$ cat src/logic/mcc_pkg.sv
/*
  Shared constants, types and the divider decode for the main clock
  controller. Assumes a 32-bit Avalon-MM register bus, one register per word.
*/
package mcc_pkg;

  // ****************************************
  // register indices (byte address = 4 * index)
  // ****************************************
  localparam logic [4:0] IDX_MAIN_CTRL = 5'h00;
  localparam logic [4:0] IDX_PRESCALE = 5'h01;
  localparam logic [4:0] IDX_MAIN_LOCK = 5'h02;
  localparam logic [4:0] IDX_MAIN_STATUS = 5'h03;
  localparam logic [4:0] IDX_FAST_CTRL = 5'h10;
  localparam logic [4:0] IDX_FAST_TRIM_A = 5'h11;
  localparam logic [4:0] IDX_FAST_TRIM_B = 5'h12;
  localparam logic [4:0] IDX_SLOW_CTRL = 5'h18;
  localparam logic [4:0] IDX_PROT_KEY = 5'h1C;

  // ****************************************
  // field positions
  // ****************************************
  localparam int CLKOUT_BIT = 7;
  localparam int KEEP_RUN_BIT = 1;
  localparam int TRIM_LOCK_BIT = 7;
  localparam int STAT_EXT_BIT = 7;
  localparam int STAT_SLOW_BIT = 5;
  localparam int STAT_FAST_BIT = 4;
  localparam int STAT_PEND_BIT = 0;

  // ****************************************
  // encodings and reset values
  // ****************************************
  localparam logic [1:0] SRC_FAST = 2'h0;
  localparam logic [1:0] SRC_SLOW = 2'h1;
  localparam logic [1:0] SRC_RSVD = 2'h2;
  localparam logic [1:0] SRC_EXT = 2'h3;
  localparam logic [3:0] PRESCALE_DIVISION_RESET = 4'h8;
  localparam logic PEN_RESET = 1'b1;
  // arbitrary key value
  localparam logic [7:0] IO_REGISTER_KEY = 8'h5A;

  // ****************************************
  // timing counts
  // ****************************************
  localparam logic [2:0] KEY_WINDOW_XFERS = 3'h4;
  localparam logic [2:0] OSC_SETTLE_CYCLES = 3'h4;
  localparam logic [1:0] EXT_START_EDGES = 2'h2;
  localparam logic [4:0] SLOW_KHZ_LAST = 5'h1F;

  typedef enum logic [1:0] {
    SLP_ACTIVE,
    SLP_IDLE,
    SLP_STANDBY,
    SLP_POWERDOWN
  } mcc_sleep_t;

  typedef struct packed {
    logic loaded;
    logic [1:0] sel;
    logic clkout;
    logic [1:0] active;
    logic [3:0] prescale_division;
    logic prescale_enable;
    logic lock;
    logic fast_keep;
    logic slow_keep;
    logic [5:0] ctrim;
    logic [3:0] strim;
    logic freq;
    logic [2:0] kcnt;
    logic ack;
    logic [7:0] rdata;
    logic [1:0] fa_s;
    logic [1:0] sa_s;
    logic [2:0] fc_s;
    logic [2:0] sc_s;
    logic [2:0] ex_s;
    logic [2:0] fcnt;
    logic [2:0] scnt;
    logic [1:0] ecnt;
    logic [5:0] dcnt;
    logic tick;
    logic [4:0] kdiv;
    logic ktick;
  } mcc_state_t;

  // reserved codes fall back to the smallest ratio
  function automatic logic [6:0] mcc_div_ratio(input logic [3:0] code);
    case (code)
      4'h0: mcc_div_ratio = 7'h02;
      4'h1: mcc_div_ratio = 7'h04;
      4'h2: mcc_div_ratio = 7'h08;
      4'h3: mcc_div_ratio = 7'h10;
      4'h4: mcc_div_ratio = 7'h20;
      4'h5: mcc_div_ratio = 7'h40;
      4'h8: mcc_div_ratio = 7'h06;
      4'h9: mcc_div_ratio = 7'h0A;
      4'hA: mcc_div_ratio = 7'h0C;
      4'hB: mcc_div_ratio = 7'h18;
      4'hC: mcc_div_ratio = 7'h30;
      default: mcc_div_ratio = 7'h02;
    endcase
  endfunction : mcc_div_ratio

endpackage : mcc_pkg

$ cat src/logic/mcc_clock_ctrl.sv
/*
  Main clock controller: oscillator requests, sleep gating, safe source
  switch, prescaler tick, fuse-loaded trims and the key-protected registers.
  Assumes an Avalon-MM master on core_clk; oscillator and pin levels arrive
  asynchronously and are synchronised here.
*/
// Function
// oscillators off unless requested; requested oscillator starts automatically.
// keep-running bit holds oscillator on except in power-down.
// with keep-running set, a request is served without start-up wait.
// main clock always runs in active and idle.
// standby runs main clock only on request or keep-running of selected source.
// power-down stops main clock once memory operations finish.
// switch to external clock only after enough edges seen.
// pending external switch blocks further source changes until reset.
// switch-pending flag high while a source change is pending.
// readable stable flags for external clock and both oscillators.
// peripheral clock is main clock divided by 1 to 64.
// after reset, fast oscillator selected, prescaler on, divide by 6.
// fast oscillator frequency select taken from fuse at reset.
// centre and slope trims loaded from fuses at reset.
// trim lock fuse blocks every trim change.
// trims locked when fast oscillator is main source and lock set.
// oscillators ready only four own cycles after analog start-up.
// software lowers main clock via prescaler before changing trims.
// slow oscillator provides a 1 kHz tick to timers and detector.
// external pin becomes clock input on request; usable two cycles later.
// key write opens a four-access window for protected writes.
// protected writes outside the window complete but change nothing.
// key guards select, prescaler, lock, both oscillator controls and trims.
// select codes: 0 fast, 1 slow, 3 external, 2 reserved.
// division codes 0..5 give 2..64, 8..C give 6,10,12,24,48.
// prescaler disabled passes main clock undivided.
// lock bit freezes select, prescaler and lock until reset.
// main clock stays on old source until new one is stable.
`timescale 1ns/1ns
module mcc_clock_ctrl (
  input wire logic core_clk,
  input wire logic rstn,
  input wire logic [6:0] avs_address,
  input wire logic avs_read,
  input wire logic avs_write,
  input wire logic [31:0] avs_writedata,
  input wire logic [3:0] avs_byteenable,
  output logic [31:0] avs_readdata,
  output logic avs_waitrequest,
  input wire logic [1:0] sleep_mode,
  input wire logic nvm_busy,
  input wire logic main_clk_req,
  input wire logic fast_osc_req,
  input wire logic slow_osc_req,
  input wire logic ext_clk_req,
  input wire logic fast_osc_analog_ok,
  input wire logic slow_osc_analog_ok,
  input wire logic fast_osc_clk,
  input wire logic slow_osc_clk,
  input wire logic external_clock_input,
  input wire logic fuse_freq_select,
  input wire logic [5:0] fuse_center_trim,
  input wire logic [3:0] fuse_slope_trim,
  input wire logic trim_lock_fuse,
  output logic fast_osc_enable,
  output logic slow_osc_enable,
  output logic ext_pin_clock_mode,
  output logic main_clk_run,
  output logic [1:0] main_src_active,
  output logic per_clk_tick,
  output logic clk_out_enable,
  output logic fast_osc_freq_select,
  output logic [5:0] center_freq_trim,
  output logic [3:0] drift_slope_trim,
  output logic slow_khz_tick,
  output logic source_switch_pending
);

  mcc_pkg::mcc_state_t st_reg;
  mcc_pkg::mcc_state_t st_next;

  logic use_fast, use_slow, run_ok, fast_ready, slow_ready, ext_ok;
  logic tgt_ok, pend, xfer, wr_go, key_open, trim_locked;
  logic fast_flag, slow_flag, ext_flag;
  logic [4:0] idx;
  logic [7:0] wd;
  logic [6:0] ratio;

  // ****************************************
  // combinational view of the state
  // ****************************************
  always_comb begin
    idx = avs_address[6:2];
    wd = avs_writedata[7:0];
    pend = st_reg.sel != st_reg.active;
    fast_ready = st_reg.fcnt == mcc_pkg::OSC_SETTLE_CYCLES;
    slow_ready = st_reg.scnt == mcc_pkg::OSC_SETTLE_CYCLES;
    ext_ok = st_reg.ecnt == mcc_pkg::EXT_START_EDGES;
    case (sleep_mode)
      mcc_pkg::SLP_ACTIVE, mcc_pkg::SLP_IDLE: main_clk_run = 1'b1;
      mcc_pkg::SLP_STANDBY: begin

        main_clk_run = main_clk_req
          | (st_reg.active == mcc_pkg::SRC_FAST & st_reg.fast_keep)
          | (st_reg.active == mcc_pkg::SRC_SLOW & st_reg.slow_keep);
      end
      default: main_clk_run = nvm_busy;
    endcase
    run_ok = sleep_mode != mcc_pkg::SLP_POWERDOWN;
    use_fast = main_clk_run & (st_reg.active == mcc_pkg::SRC_FAST | st_reg.sel == mcc_pkg::SRC_FAST);
    use_slow = main_clk_run & (st_reg.active == mcc_pkg::SRC_SLOW | st_reg.sel == mcc_pkg::SRC_SLOW);
    fast_osc_enable = fast_osc_req | use_fast | (st_reg.fast_keep & run_ok);
    slow_osc_enable = slow_osc_req | use_slow | (st_reg.slow_keep & run_ok);
    ext_pin_clock_mode = ext_clk_req | st_reg.sel == mcc_pkg::SRC_EXT | st_reg.active == mcc_pkg::SRC_EXT;
    // flags only show a source that is actually in use
    fast_flag = fast_ready & (fast_osc_req | use_fast);
    slow_flag = slow_ready & (slow_osc_req | use_slow);
    ext_flag = ext_ok;
    case (st_reg.sel)
      mcc_pkg::SRC_FAST: tgt_ok = fast_ready;
      mcc_pkg::SRC_SLOW: tgt_ok = slow_ready;
      mcc_pkg::SRC_EXT: tgt_ok = ext_ok;
      default: tgt_ok = 1'b0;
    endcase
    trim_locked = trim_lock_fuse
      | (st_reg.active == mcc_pkg::SRC_FAST & st_reg.lock);
    ratio = mcc_pkg::mcc_div_ratio(st_reg.prescale_division);
    xfer = (avs_read | avs_write) & st_reg.ack;
    wr_go = avs_write & st_reg.ack & avs_byteenable[0];
    key_open = st_reg.kcnt != 3'h0;
  end

  // ****************************************
  // next-state logic
  // ****************************************
  always_comb begin
    st_next = st_reg;

    // synchronisers: first stage feeds only the second
    st_next.fa_s = {st_reg.fa_s[0], fast_osc_analog_ok};
    st_next.sa_s = {st_reg.sa_s[0], slow_osc_analog_ok};
    st_next.fc_s = {st_reg.fc_s[1:0], fast_osc_clk};
    st_next.sc_s = {st_reg.sc_s[1:0], slow_osc_clk};
    st_next.ex_s = {st_reg.ex_s[1:0], external_clock_input};

    // fuses are caught on the first edge after reset release
    if (!st_reg.loaded) begin
      st_next.loaded = 1'b1;
      st_next.freq = fuse_freq_select;
      st_next.ctrim = fuse_center_trim;
      st_next.strim = fuse_slope_trim;
      st_next.lock = trim_lock_fuse;
    end

    // start-up counters count own clock edges; the oscillator ones only after analog ready, the pin one whenever in clock mode
    if (!fast_osc_enable) begin
      st_next.fcnt = 3'h0;
    end else if (st_reg.fa_s[1] & st_reg.fc_s[1] & ~st_reg.fc_s[2] & ~fast_ready) begin
      st_next.fcnt = st_reg.fcnt + 3'h1;
    end
    if (!slow_osc_enable) begin
      st_next.scnt = 3'h0;
    end else if (st_reg.sa_s[1] & st_reg.sc_s[1] & ~st_reg.sc_s[2] & ~slow_ready) begin
      st_next.scnt = st_reg.scnt + 3'h1;
    end
    if (!ext_pin_clock_mode) begin
      st_next.ecnt = 2'h0;
    end else if (st_reg.ex_s[1] & ~st_reg.ex_s[2] & ~ext_ok) begin
      st_next.ecnt = st_reg.ecnt + 2'h1;
    end

    // 1 kHz tick from the slow oscillator
    st_next.ktick = 1'b0;
    if (slow_ready & st_reg.sc_s[1] & ~st_reg.sc_s[2]) begin
      st_next.kdiv = st_reg.kdiv + 5'h01;
      st_next.ktick = st_reg.kdiv == mcc_pkg::SLOW_KHZ_LAST;
    end

    // source changes over only once the new source is stable
    if (pend & tgt_ok) begin
      st_next.active = st_reg.sel;
    end

    // prescaler tick, frozen while the main clock is stopped
    if (!main_clk_run) begin
      st_next.tick = 1'b0;
    end else if (!st_reg.prescale_enable) begin
      st_next.tick = 1'b1;
      st_next.dcnt = 6'h00;
    end else if ({1'b0, st_reg.dcnt} >= ratio - 7'h01) begin
      st_next.tick = 1'b1;
      st_next.dcnt = 6'h00;
    end else begin
      st_next.tick = 1'b0;
      st_next.dcnt = st_reg.dcnt + 6'h01;
    end

    // bus: one wait state, read data captured in the waiting cycle
    st_next.ack = (avs_read | avs_write) & ~st_reg.ack;
    if ((avs_read | avs_write) & ~st_reg.ack) begin
      case (idx)
        mcc_pkg::IDX_MAIN_CTRL: st_next.rdata = {st_reg.clkout, 5'h00, st_reg.sel};
        mcc_pkg::IDX_PRESCALE: st_next.rdata = {3'h0, st_reg.prescale_division, st_reg.prescale_enable};
        mcc_pkg::IDX_MAIN_LOCK: st_next.rdata = {7'h00, st_reg.lock};
        mcc_pkg::IDX_MAIN_STATUS: st_next.rdata = {ext_flag, 1'b0, slow_flag, fast_flag, 3'h0, pend};
        mcc_pkg::IDX_FAST_CTRL: st_next.rdata = {6'h00, st_reg.fast_keep, 1'b0};
        mcc_pkg::IDX_FAST_TRIM_A: st_next.rdata = {2'h0, st_reg.ctrim};
        mcc_pkg::IDX_FAST_TRIM_B: st_next.rdata = {trim_lock_fuse, 3'h0, st_reg.strim};
        mcc_pkg::IDX_SLOW_CTRL: st_next.rdata = {6'h00, st_reg.slow_keep, 1'b0};
        default: st_next.rdata = 8'h00;
      endcase
    end

    // key window counts completed transfers
    if (xfer) begin
      if (wr_go & idx == mcc_pkg::IDX_PROT_KEY & wd == mcc_pkg::IO_REGISTER_KEY) begin
        st_next.kcnt = mcc_pkg::KEY_WINDOW_XFERS;
      end else if (key_open) begin
        st_next.kcnt = st_reg.kcnt - 3'h1;
      end
    end

    // protected writes: silently dropped unless the key window is open
    if (wr_go & key_open & st_reg.loaded) begin
      case (idx)
        mcc_pkg::IDX_MAIN_CTRL: begin
          if (!st_reg.lock) begin
            st_next.clkout = wd[mcc_pkg::CLKOUT_BIT];
            // reserved code and a pending external switch are refused
            if (wd[1:0] != mcc_pkg::SRC_RSVD & !(pend & st_reg.sel == mcc_pkg::SRC_EXT)) begin
              st_next.sel = wd[1:0];
            end
          end
        end
        mcc_pkg::IDX_PRESCALE: begin
          if (!st_reg.lock) begin
            st_next.prescale_division = wd[4:1];
            st_next.prescale_enable = wd[0];
          end
        end
        mcc_pkg::IDX_MAIN_LOCK: begin
          if (!st_reg.lock) begin
            st_next.lock = wd[0];
          end
        end
        mcc_pkg::IDX_FAST_CTRL: st_next.fast_keep = wd[mcc_pkg::KEEP_RUN_BIT];
        mcc_pkg::IDX_SLOW_CTRL: st_next.slow_keep = wd[mcc_pkg::KEEP_RUN_BIT];
        mcc_pkg::IDX_FAST_TRIM_A: begin
          if (!trim_locked) begin
            st_next.ctrim = wd[5:0];
          end
        end
        mcc_pkg::IDX_FAST_TRIM_B: begin
          if (!trim_locked) begin
            st_next.strim = wd[3:0];
          end
        end
        default: begin
        end
      endcase
    end
  end

  // ****************************************
  // state register
  // ****************************************
  always_ff @(posedge core_clk or negedge rstn) begin
    if (!rstn) begin
      st_reg <= '0;
      st_reg.sel <= mcc_pkg::SRC_FAST;
      st_reg.active <= mcc_pkg::SRC_FAST;
      st_reg.prescale_division <= mcc_pkg::PRESCALE_DIVISION_RESET;
      st_reg.prescale_enable <= mcc_pkg::PEN_RESET;
    end else begin
      st_reg <= st_next;
    end
  end

  // ****************************************
  // outputs
  // ****************************************
  assign avs_waitrequest = (avs_read | avs_write) & ~st_reg.ack;
  assign avs_readdata = {24'h000000, st_reg.rdata};
  assign main_src_active = st_reg.active;
  assign per_clk_tick = st_reg.tick;
  assign clk_out_enable = st_reg.clkout & main_clk_run;
  assign fast_osc_freq_select = st_reg.freq;
  assign center_freq_trim = st_reg.ctrim;
  assign drift_slope_trim = st_reg.strim;
  assign slow_khz_tick = st_reg.ktick;
  assign source_switch_pending = pend;
endmodule : mcc_clock_ctrl

$ cat config.mk
export PLATFORM = sky130hd
export DESIGN_NAME = mcc_clock_ctrl
export DESIGN_NICKNAME = d
export VERILOG_FILES = /design/src/logic/mcc_pkg.sv /design/src/logic/mcc_clock_ctrl.sv
export SDC_FILE = /design/constraint.sdc
export NUM_CORES = 1
export LEC_CHECK = 0
export ABC_AREA = 1
export BUFFER_PORTS_ARGS = -buffer_cell sky130_fd_sc_hd__buf_2
export CAP_MARGIN = 20
export CORE_AREA = 3 3 95 88
export CTS_CLUSTER_DIAMETER = 60
export DETAILED_ROUTE_END_ITERATION = 12
export DIE_AREA = 0 0 98 91
export PLACE_DENSITY = 0.81
export SLEW_MARGIN = 20
export SYNTH_ARGS = -nofsm -noshare
export SYNTH_HDL_FRONTEND = slang
export SYNTH_SLANG_ARGS = --single-unit
$ cat constraint.sdc
create_clock -name core_clk -period 3.14 [get_ports core_clk]
set_input_delay 0 -clock core_clk [delete_from_list [all_inputs] [get_ports core_clk]]
set_output_delay 0 -clock core_clk [all_outputs]
set_load 0.05 [all_outputs]
==> reports/metrics.csv, run 1 <==
stage,metric,value,unit
timing,Final Slew Violations,0,
timing,worst slew pin tran,0.8598,ns
logic_synthesis,Main synth FF type,dfrtp_1,
logic_synthesis,post-synth top area cell,dfrtp_1,
timing,# setup viols final,0,
hold_path,Hold Crit Class,in -> reg,
logic_synthesis,Post-synth ARST share,100.0,%
power_and_ir_drop,pwr/cell area,492.6,mW/mm^2
floorplanning,die width,98,um
critical_path,Critical Path Sink Type,flop,
critical_path,Setup Crit Path Kind,reg -> reg,
place,IO Port Bufs,70,
drt,Routed WL per cell,13.33,um
drt,Via density,5.148,
drt,drc violations,0,
clock_network,clk_lat worst skew,0.35,ns
clock_network,Post-CTS Hold Fix Bufs,28,
floorplanning,core area,0.007470,mm^2
global_route,met3 Resource Use GR,4.301,%
timing,Final Cycle Share,79.63,%
drt,post-route ant nets,0,
clock_network,Clock Tree Buf Depth,2,
power_and_ir_drop,overall power,2360,uW
global_route,vias in the first global route,3634,
clock_network,setup bufs post-CTS,0,
place,Detail Placement HPWL,6934,um
logic_synthesis,"FF+latch count, synth",70,
critical_path,arrival time at the worst endpoint,2.78,ns
finish,layout cells sized above 1,18.05,%
global_route,GRT overflow,0,
logic_synthesis,Synth Cell Area,0.004085,mm^2
drt,via count,3660,
floorplanning,die area,0.008918,mm^2
floorplanning,I/O pins,125,
timing,Slew headroom,42.68,%
power_and_ir_drop,Max rail drop VDD,0.3772,mV
logic_synthesis,Post-synth EDFFs,0,
logic_synthesis,Post-synth top cells,"nand2_1 (144), inv_1 (72), dfrtp_1 (68)",
timing,Post-Route Setup TNS,0,ns
global_route,Tot GR Track Use,21.60,%
place,Placer Congestion,0.8536,
finish,number of flip-flops in the largest register,40,
global_route,largest net degree at the start of global routing,40,
power_and_ir_drop,leakage,0.002547,uW
logic_synthesis,syn avg cell area,7.811,um^2
global_route,initial antenna violation count,0,
logic_synthesis,Ys Warns,0,
clock_network,CTS root buffer,clkbuf_8,
timing,RSZ-0062 raised after global routing,false,
timing,f_max,399.9,MHz
timing,Tmin final,2.500,ns
floorplanning,initial cell density of the core,54.69,%
logic_synthesis,top cell type's share of synthesized area,41.65,%
finish,ANT cells,0,
critical_path,Worst Path Max Fanout,6,
clock_network,PostCTS Resize Cnt,0,
global_route,met2 Track Usage GR,36.56,%
logic_synthesis,Area contributors post-synth,"dfrtp_1 (42%), nand2_1 (13%), buf_4 (8.3%)",
floorplanning,die height,91,um
clock_network,clock net sink count,70,
place,DP Area,0.004304,mm^2
drt,drt pass-1 iters,7,
global_route,met1 GRT Util,26.23,%
timing,Fin. Hold Viols,0,
critical_path,Startpoint Class,flop,
logic_synthesis,synth unique cells,36,
status,status,completed,
finish,fin nets,697,
logic_synthesis,most frequent cell after synthesis,nand2_1,
critical_path,CP required,3.42,ns
finish,area grow syn2layout,17.27,%
global_route,gr busiest metal,met2,
clock_network,CTS tree,yes,
flow_run,max_cap viols,0,
logic_synthesis,"Seq/Total Area, Yosys",42.94,%
finish,Final Cell Area,0.004791,mm^2
clock_network,H-tree levels,3,
floorplanning,row cnt,30,
clock_network,"CTS clk-pin slew, worst paths",0.09,ns
logic_synthesis,Gate Count Post-Synth,523,
timing,clk_skew,0.01121,ns
global_route,first-pass GRT wire length,15810,um
clock_network,TritonCTS buffer count,9,
drt,Initial DRC Count,319,
drt,DRT Wirelength,9478,um
[critical path, stage by stage (launching register included)]
cell     delay [ns]
dfstp_2        0.59
nor2_1         0.08
o21ai_0        0.15
nand2_1        0.09
ha_1           0.23
nand2_1        0.08
nor2_1         0.05
xor2_1         0.15
ha_1           0.30
a21oi_1        0.23
nand3_1        0.17
nand2_1        0.10
inv_1          0.07
nor2_1         0.12
[cell usage in the layout, fill, tap and decap left out, drive strengths merged, types with 6 or more instances in the layout]
cell type | Yosys | final
a21oi | 9 | 9
buf | 46 | 72
clkbuf | 2 | 10
conb | 2 | 26
dfrtp | 68 | 68
dlygate4sd3 | 0 | 28
ha | 16 | 16
inv | 76 | 78
nand2 | 148 | 148
nand3 | 28 | 28
nand4 | 10 | 10
nor2 | 49 | 49
nor3 | 6 | 6
o21ai | 29 | 29
xor2 | 7 | 7
[worst paths after layout]
check,start,end,slack (ns),depth (start not counted)
hold reg to reg,st_next[31],st_reg[31],0.35,0
setup reg to reg,st_reg[64],st_reg[9],0.64,13
max in group asynchronous,rstn,st_reg[18],2.07,3
hold / removal,fuse_slope_trim[2],drift_slope_trim[2],0.02,3
min in group asynchronous,rstn,avs_readdata[3],0.29,2
setup / recovery,st_reg[64],st_reg[9],0.64,13
[routing by layer]
metal  vias up  part of all wire, %  wire (um)
li1       1754                    -          -
met1      1696                   41       3848
met2       170                   49       4667
met3        40                  6.7        636
met4         0                  3.4        325
met5         -                    0          0
[cell families (layout without fill, tap and decap cells)]
| logic type | count (synthesis) | count (layout) | share of synthesized area (%) |
|---|---|---|---|
| multiplexers | 2 | 2 | 0.5513 |
| adder cells (fa/ha/maj) | 16 | 16 | 4.900 |
| AO/OA/AOI/OAI | 55 | 55 | 7.718 |
| other | 2 | 26 | 0.1838 |
| AND/OR/NAND/NOR | 243 | 243 | 25.57 |
| flip-flops | 70 | 70 | 42.94 |
| buffers and inverters | 124 | 192 | 15.77 |
| XOR/XNOR | 11 | 11 | 2.358 |
[power breakdown]
part / total, uW / switching (uW) / internal [uW]
Sequential: 1030 / 56.4 / 974
Clock: 765 / 371 / 394
Combinational: 565 / 388 / 177
Total: 2360 / 815 / 1540
[through the flow]
stage / hold slack [ns] / setup WS (ns) / util, % / std cells
global route: 0.03428 / 0.4352 / 64.14 / 711
floorplan: -0.2956 / 1.028 / - / 547
global placement: 0.1088 / 0.8889 / 57.62 / 667
CTS: 0.001032 / 0.6944 / 64.14 / 711
finish: 0.01801 / 0.6397 / 64.14 / 711
detailed placement: 0.1093 / 0.7665 / 57.62 / 667
[layout make-up]
cell class | count | area [um^2]
well taps | 96 | 120.1
inverters | 76 | 287.8
flip-flops and latches | 70 | 1754
repair buffers | 100 | 645.6
clock inverters | 6 | 68.82
fillers | 609 | 2679
multi-input cells | 353 | 1777
clock buffers | 10 | 137.6
No activity file was read; power rests on OpenSTA's default activity.
==> run 2: changes to the inputs <==
--- a/config.mk
+++ b/config.mk
@@ -8,11 +8,11 @@
 export ABC_AREA = 1
 export BUFFER_PORTS_ARGS = -buffer_cell sky130_fd_sc_hd__buf_2
 export CAP_MARGIN = 20
-export CORE_AREA = 3 3 95 88
+export CORE_AREA = 3 3 103 95
 export CTS_CLUSTER_DIAMETER = 60
 export DETAILED_ROUTE_END_ITERATION = 12
-export DIE_AREA = 0 0 98 91
-export PLACE_DENSITY = 0.81
+export DIE_AREA = 0 0 106 98
+export PLACE_DENSITY = 0.72
 export SLEW_MARGIN = 20
 export SYNTH_ARGS = -nofsm -noshare
 export SYNTH_HDL_FRONTEND = slang
==> constraint.sdc (replaced) <==
create_clock -name core_clk -period 2 [get_ports core_clk]
set_input_delay 0 -clock core_clk [delete_from_list [all_inputs] [get_ports core_clk]]
set_output_delay 0 -clock core_clk [all_outputs]
set_load 0.05 [all_outputs]
==> reports/metrics.csv, run 2 (synthesis gave the netlist of run 1 again) <==
stage,metric,value,unit,change
timing,RSZ-0062 raised after global routing,true,,
power_and_ir_drop,Comb pwr share,24.8,%,+0.9 points
finish,fin nets,708,,+1.6%
drt,Routed WL per cell,13.21,um,-0.89%
drt,Initial DRC Count,217,,-32%
global_route,vias in the first global route,3505,,-3.5%
clock_network,clk_lat worst skew,0.35,ns,about the same
global_route,initial antenna violation count,0,,unchanged
floorplanning,die area,0.01039,mm^2,+16%
timing,Final WS setup,-0.2073,ns,-0.8469 ns
timing,f_max,453.1,MHz,+13%
finish,number of flip-flops in the largest register,40,,unchanged
finish,"commonest cells after routing, fill and taps aside","nand2_1 (142), inv_1 (70), buf_2 (70), dfrtp_1 (66), nor2_1 (43)",,
timing,Final Slew Violations,0,,unchanged
drt,drt pass-1 iters,5,,-2
status,status,"complete, but fails checks",,
critical_path,Worst Path Max Fanout,4,,-2
critical_path,reg-to-reg setup timing slack,-0.21,ns,-0.85 ns
hold_path,Hold Crit Class,in -> reg,,
drt,drc violations,0,,unchanged
timing,clk_skew,0.01004,ns,-0.001177 ns
drt,routed wl met3,877,um,+38%
drt,metal2 WL,4663,um,about the same
hold_path,worst hold path startpoint,ext_clk_req,,
hold_path,worst hold path endpoint,st_reg[14],,
critical_path,r2r startpoint,st_reg[64],,
critical_path,Startpoint Class,flop,,
floorplanning,row cnt,32,,+6.7%
finish,Final Cell Area,0.004941,mm^2,+3.1%
timing,Final Cycle Share,110.4,%,+31 points
timing,Fin. Hold Viols,0,,unchanged
global_route,largest net degree at the start of global routing,33,,-18%
finish,Util after Layout,57.13,%,-7.0 points
drt,DRT Wirelength,9856,um,+4.0%
clock_network,CTS root buffer,clkbuf_8,,
critical_path,r2r worst-path depth,13,,unchanged
clock_network,Clock Tree Buf Depth,2,,unchanged
power_and_ir_drop,Sw Share,34.74,%,+0.19 points
floorplanning,die width,106,um,+8.2%
floorplanning,core area,0.008648,mm^2,+16%
power_and_ir_drop,pwr/cell area,745.9,mW/mm^2,+51%
place,DP Area,0.004437,mm^2,+3.1%
flow_run,max_cap viols,0,,unchanged
clock_network,TritonCTS buffer count,9,,unchanged
finish,layout cells sized above 1,21.88,%,+3.8 points
power_and_ir_drop,Pint,2405,uW,+56%
status,failing checks,negative setup slack,,
place,Placer Congestion,0.8731,,+2.3%
clock_network,"CTS clk-pin slew, worst paths",0.08,ns,about the same
timing,# setup viols final,7,,+7
power_and_ir_drop,Clk pwr share,31.3,%,-1.1 points
clock_network,CTS tree,yes,,
global_route,GRT overflow,0,,unchanged
global_route,first-pass GRT wire length,16350,um,+3.4%
drt,post-route ant nets,0,,unchanged
power_and_ir_drop,sequential share of power,43.9,%,+0.2 points
drt,Via density,4.879,,-5.2%
floorplanning,initial cell density of the core,47.24,%,-7.5 points
floorplanning,I/O pins,125,,unchanged
power_and_ir_drop,Max rail drop VDD,0.4154,mV,+10%
timing,Tmin final,2.207,ns,-0.2931 ns
finish,area grow syn2layout,20.95,%,
critical_path,Critical R2R Capture,st_reg[10],,
drt,via count,3640,,-0.55%
finish,"commonest non-fill, non-tap cell in the layout",nand2_1,,
timing,worst slew pin tran,0.7496,ns,-0.1102 ns
drt,WL met1,4082,um,+6.1%
critical_path,arrival time at the worst endpoint,2.48,ns,-0.30 ns
floorplanning,die height,98,um,+7.7%
hold_path,hold path cells,3,,unchanged
power_and_ir_drop,Switching Power,1280,uW,+57%
critical_path,Critical Path Sink Type,flop,,
place,Detail Placement HPWL,7206,um,+3.9%
critical_path,Setup Crit Path Kind,reg -> reg,,
critical_path,CP required,2.27,ns,-1.15 ns
clock_network,H-tree levels,3,,unchanged
clock_network,clock net sink count,70,,unchanged
power_and_ir_drop,leakage,0.002598,uW,+2.0%
global_route,Tot GR Track Use,19.42,%,-2.2 points
place,IO Port Bufs,70,,unchanged
timing,Slew headroom,50.03,%,+7.3 points
drt,top sig layer,met4,,
-- run 2: changes by cell type in the layout (fill, tap and decap cells not counted), moves of 2 or more --
cell	before	now
nand2_2	3	5
nor2_1	46	43
inv_2	3	5
dfrtp_1	68	66
dlygate4sd3_1	28	25
buf_4	2	14
o21ai_1	7	10
dfrtp_2	0	2
o21ai_0	22	18
inv_1	72	70
nand2_1	144	142
nor2_2	3	5
-- run 2: critical path, cell delays in order, from the launching register on --
cell and delay, ns:
dfstp_2 0.58, nor2_4 0.05, o21ai_2 0.11, nand2_1 0.08
ha_2 0.21, xnor2_1 0.19, inv_1 0.06, ha_1 0.18
a21o_1 0.17, a21oi_2 0.18, nand3_2 0.11, nand2_2 0.08
inv_2 0.04, nor2_1 0.09
-- run 2: power groups by stage --
stage / sequential [uW] / clock, uW / combinational, uW
floorplan: 1630 / 0 / 693
global placement: 1630 / 0 / 823
detailed placement: 1640 / 0 / 857
CTS: 1610 / 1180 / 906
global route: 1630 / 1250 / 1010
finish: 1620 / 1150 / 916
-- run 2: what timing repair did --
item	CTS	global route
hold endpoints to repair	50	0
pin swaps	7	8
setup buffers	2	1
setup endpoints to repair	7	7
resized for setup	9	4
hold buffers	25	0
-- run 2: routing by layer --
metal	up-vias	global-route usage [%]
li1	1781	-
met1	1651	25.22
met2	176	30.88
met3	32	5.618
met4	0	7.371
met5	-	0
-- run 2: worst max-delay path by stage --
stage / startpoint / to / slack, ns / cells past startpoint
2_1_floorplan: st_reg[64] / st_reg[11] / 0.003 / 13
3_3_place_gp: st_reg[61] / st_reg[10] / -0.04 / 14
3_5_place_dp: st_reg[61] / st_reg[10] / -0.20 / 14
4_1_cts: st_reg[64] / st_reg[10] / -0.12 / 12
5_1_grt: st_reg[64] / st_reg[12] / -0.40 / 12
6_report: st_reg[64] / st_reg[10] / -0.21 / 13
-- run 2: cell type report --
| class | count | area, um^2 |
|---|---|---|
| diodes | 1 | 2.502 |
| clock buffers | 10 | 127.6 |
| clock inverters | 6 | 71.32 |
| fillers | 801 | 3707 |
| inverters | 76 | 287.8 |
| multi-input cells | 353 | 1809 |
| flip-flops and latches | 70 | 1757 |
| well taps | 119 | 148.9 |
| repair buffers | 111 | 737.0 |
-- run 2: per-stage QoR --
stage	total power, uW	TNS [ns]	setup WS [ns]	hold slack, ns	cells
3_3_place_gp	2455	-0.1553	-0.04447	0.1056	701
4_1_cts	3700	-0.6007	-0.1225	0.01057	744
2_1_floorplan	2321	0	0.002939	-0.2956	547
6_report	3685	-1.207	-0.2073	0.008465	746
3_5_place_dp	2497	-1.038	-0.1965	0.1093	701
5_1_grt	3885	-2.337	-0.3960	0.02767	745
==> run 3: changes to the inputs <==
--- a/config.mk
+++ b/config.mk
@@ -8,10 +8,10 @@
 export ABC_AREA = 1
 export BUFFER_PORTS_ARGS = -buffer_cell sky130_fd_sc_hd__buf_2
 export CAP_MARGIN = 20
-export CORE_AREA = 3 3 103 95
+export CORE_AREA = 3 3 125 79
 export CTS_CLUSTER_DIAMETER = 60
 export DETAILED_ROUTE_END_ITERATION = 12
-export DIE_AREA = 0 0 106 98
+export DIE_AREA = 0 0 128 82
 export PLACE_DENSITY = 0.72
 export SLEW_MARGIN = 20
 export SYNTH_ARGS = -nofsm -noshare
==> reports/metrics.csv, run 3 (synthesis gave the netlist of run 1 again) <==
stage,metric,value,unit,change
status,status,"complete, but fails checks",,
status,failing checks,negative setup slack,,
finish,Util after Layout,56.73,%,-0.40 points
place,Placer Congestion,0.9506,,+8.9%
critical_path,Startpoint Class,flop,,
power_and_ir_drop,Max rail drop VDD,0.5785,mV,+39%
timing,# setup viols final,7,,unchanged
clock_network,clk_lat worst skew,0.34,ns,about the same
critical_path,Critical Path Sink Type,flop,,
finish,number of flip-flops in the largest register,40,,unchanged
timing,Tmin final,2.221,ns,+0.01368 ns
drt,Routed WL per cell,13.62,um,+3.1%
floorplanning,row cnt,27,,-16%
timing,Final Slew Violations,0,,unchanged
timing,Slew headroom,65.71,%,+16 points
floorplanning,die area,0.01050,mm^2,+1.0%
timing,Fin. Hold Viols,0,,unchanged
timing,hold slack,0.01347,ns,+0.005010 ns
power_and_ir_drop,overall power,4257,uW,+16%
power_and_ir_drop,Sw Share,30.80,%,-3.9 points
finish,area grow syn2layout,23.86,%,
power_and_ir_drop,Comb pwr share,21.6,%,-3.2 points
floorplanning,die height,82,um,-16%
finish,ANT cells,0,,-1
critical_path,kind of cell adding the most delay to the critical path,flip-flops,,
clock_network,clock net sink count,70,,unchanged
clock_network,Clock Tree Buf Depth,2,,unchanged
finish,"commonest cells after routing, fill and taps aside","nand2_1 (142), buf_2 (70), inv_1 (69), dfrtp_1 (66), nor2_1 (43)",,
critical_path,crit-path max cell delay,0.58,ns,about the same
drt,drt pass-1 iters,5,,unchanged
critical_path,arrival time at the worst endpoint,2.48,ns,about the same
clock_network,"CTS clk-pin slew, worst paths",0.06,ns,-0.02 ns
global_route,vias in the first global route,3438,,-1.9%
finish,"commonest non-fill, non-tap cell in the layout",nand2_1,,
floorplanning,initial cell density of the core,45.81,%,-1.4 points
timing,f_max,450.3,MHz,-0.62%
critical_path,crit-path cells,nor2_4 > o21ai_2 > ha_4 > nand2_1 > nor2_1 > xor2_1 > ha_1 > a21oi_2 > nand3_2 > nand2_2 > inv_2 > nor2_1,,
place,DP Area,0.004403,mm^2,-0.76%
timing,Final WS setup,-0.2209,ns,-0.01368 ns
global_route,Tot GR Track Use,19.72,%,+0.30 points
global_route,initial antenna violation count,0,,unchanged
flow_run,max_cap viols,0,,unchanged
global_route,first-pass GRT wire length,15970,um,-2.3%
clock_network,CTS root buffer,clkbuf_16,,
place,IO Port Bufs,70,,unchanged
power_and_ir_drop,Switching Power,1311,uW,+2.4%
power_and_ir_drop,sequential share of power,38.0,%,-5.9 points
clock_network,CTS tree,yes,,
critical_path,Worst Path Max Fanout,4,,unchanged
critical_path,slowest cell on the critical path,dfstp_2,,
place,"worst slack, placed",-0.1740,ns,+0.02251 ns
drt,via count,3644,,+0.11%
timing,Final Cycle Share,111.0,%,+0.68 points
hold_path,Hold Crit Class,in -> reg,,
critical_path,Bufs and invs on worst path,1,,-1
power_and_ir_drop,leakage,0.002647,uW,+1.9%
global_route,GRT overflow,0,,unchanged
drt,drc violations,0,,unchanged
power_and_ir_drop,pwr/cell area,841.4,mW/mm^2,+13%
drt,Initial DRC Count,287,,+32%
finish,fin nets,705,,-0.42%
timing,RSZ-0062 raised after global routing,true,,
critical_path,Setup Crit Path Kind,reg -> reg,,
floorplanning,core area,0.008919,mm^2,+3.1%
global_route,largest net degree at the start of global routing,71,,+120%
timing,clk_skew,0.008941,ns,-0.001094 ns
power_and_ir_drop,Clk pwr share,40.4,%,+9.1 points
drt,post-route ant nets,0,,unchanged
drt,DRT Wirelength,10070,um,+2.1%
finish,layout cells sized above 1,22.15,%,+0.27 points
floorplanning,I/O pins,125,,unchanged
timing,worst slew pin tran,0.5137,ns,-0.2358 ns
critical_path,CP required,2.26,ns,about the same
clock_network,TritonCTS buffer count,9,,unchanged
clock_network,H-tree levels,3,,unchanged
drt,Via density,4.931,,+1.1%
place,Detail Placement HPWL,7272,um,+0.91%
critical_path,Crit path top cell by count,nor2_1,,
finish,Final Cell Area,0.005060,mm^2,+2.4%
power_and_ir_drop,Pint,2946,uW,+22%
floorplanning,die width,128,um,+21%
[run 3: cell count changes in the layout (fill, tap and decap cells not counted), sizes merged]
cell / before / now
buf: 86 / 84
bufinv: 1 / 2
clkbuf: 10 / 11
clkinv: 2 / 0
clkinvlp: 2 / 3
diode: 1 / 0
dlygate4sd3: 25 / 24
inv: 77 / 76
[run 3: power by group through the flow]
| stage | logic, uW | clock network [uW] | registers (uW) |
|---|---|---|---|
| floorplan | 693 | 0 | 1630 |
| global placement | 821 | 0 | 1630 |
| detailed placement | 857 | 0 | 1640 |
| CTS | 903 | 1750 | 1610 |
| global route | 1020 | 1820 | 1630 |
| finish | 921 | 1720 | 1620 |
[run 3: final timing paths]
kind | slack (ns) | cells after the start | endpoint | start
setup reg to reg | -0.22 | 12 | st_reg[11] | st_reg[64]
hold reg to reg | 0.35 | 0 | st_next[29] | st_next[28]
min in group asynchronous | 0.23 | 3 | st_next[25] | rstn
max in group asynchronous | 1.45 | 3 | st_reg[60] | rstn
setup / recovery | -0.22 | 12 | st_reg[11] | st_reg[64]
hold / removal | 0.01 | 4 | drift_slope_trim[1] | trim_lock_fuse
[run 3: metrics by stage]
| stage | setup TNS, ns | std cells |
|---|---|---|
| finish | -1.315 | 739 |
| global route | -2.690 | 739 |
| CTS | -0.8212 | 738 |
| detailed placement | -0.9089 | 694 |
| global placement | -0.1454 | 694 |
| floorplan | 0 | 547 |
[run 3: final cells by class]
| cell class | instances | area [um^2] |
|---|---|---|
| Fill cell | 824 | 3859 |
| Multi-Input combinational cell | 353 | 1837 |
| Sequential cell | 70 | 1757 |
| Timing Repair Buffer | 108 | 708.2 |
| Inverter | 76 | 287.8 |
| Clock buffer | 11 | 242.7 |
| Tap cell | 116 | 145.1 |
| Clock inverter | 5 | 82.58 |
[run 3: tightest hold or removal path, stage by stage]
cell and delay (ns):
buf_2 0.11, a21oi_2 0.06, nand3_1 0.08, o21ai_1 0.05
[run 3: routing by layer]
metal	track usage [%]	up-vias	part of all wire, %
met1	26.08	1725	45
met4	4.767	0	1.3
met3	7.083	17	7.6
met5	0	-	0
met2	31.21	129	46
li1	-	1773	-
[run 3: timing repair]
| action | 4_1_cts | 5_1_grt |
|---|---|---|
| pin swaps | 7 | 10 |
| resized for setup | 3 | 14 |
| hold buffers | 24 | 0 |
| hold endpoints to repair | 92 | 0 |
| endpoints found under the setup margin | 7 | 8 |
| buffers inserted | 4 | 1 |
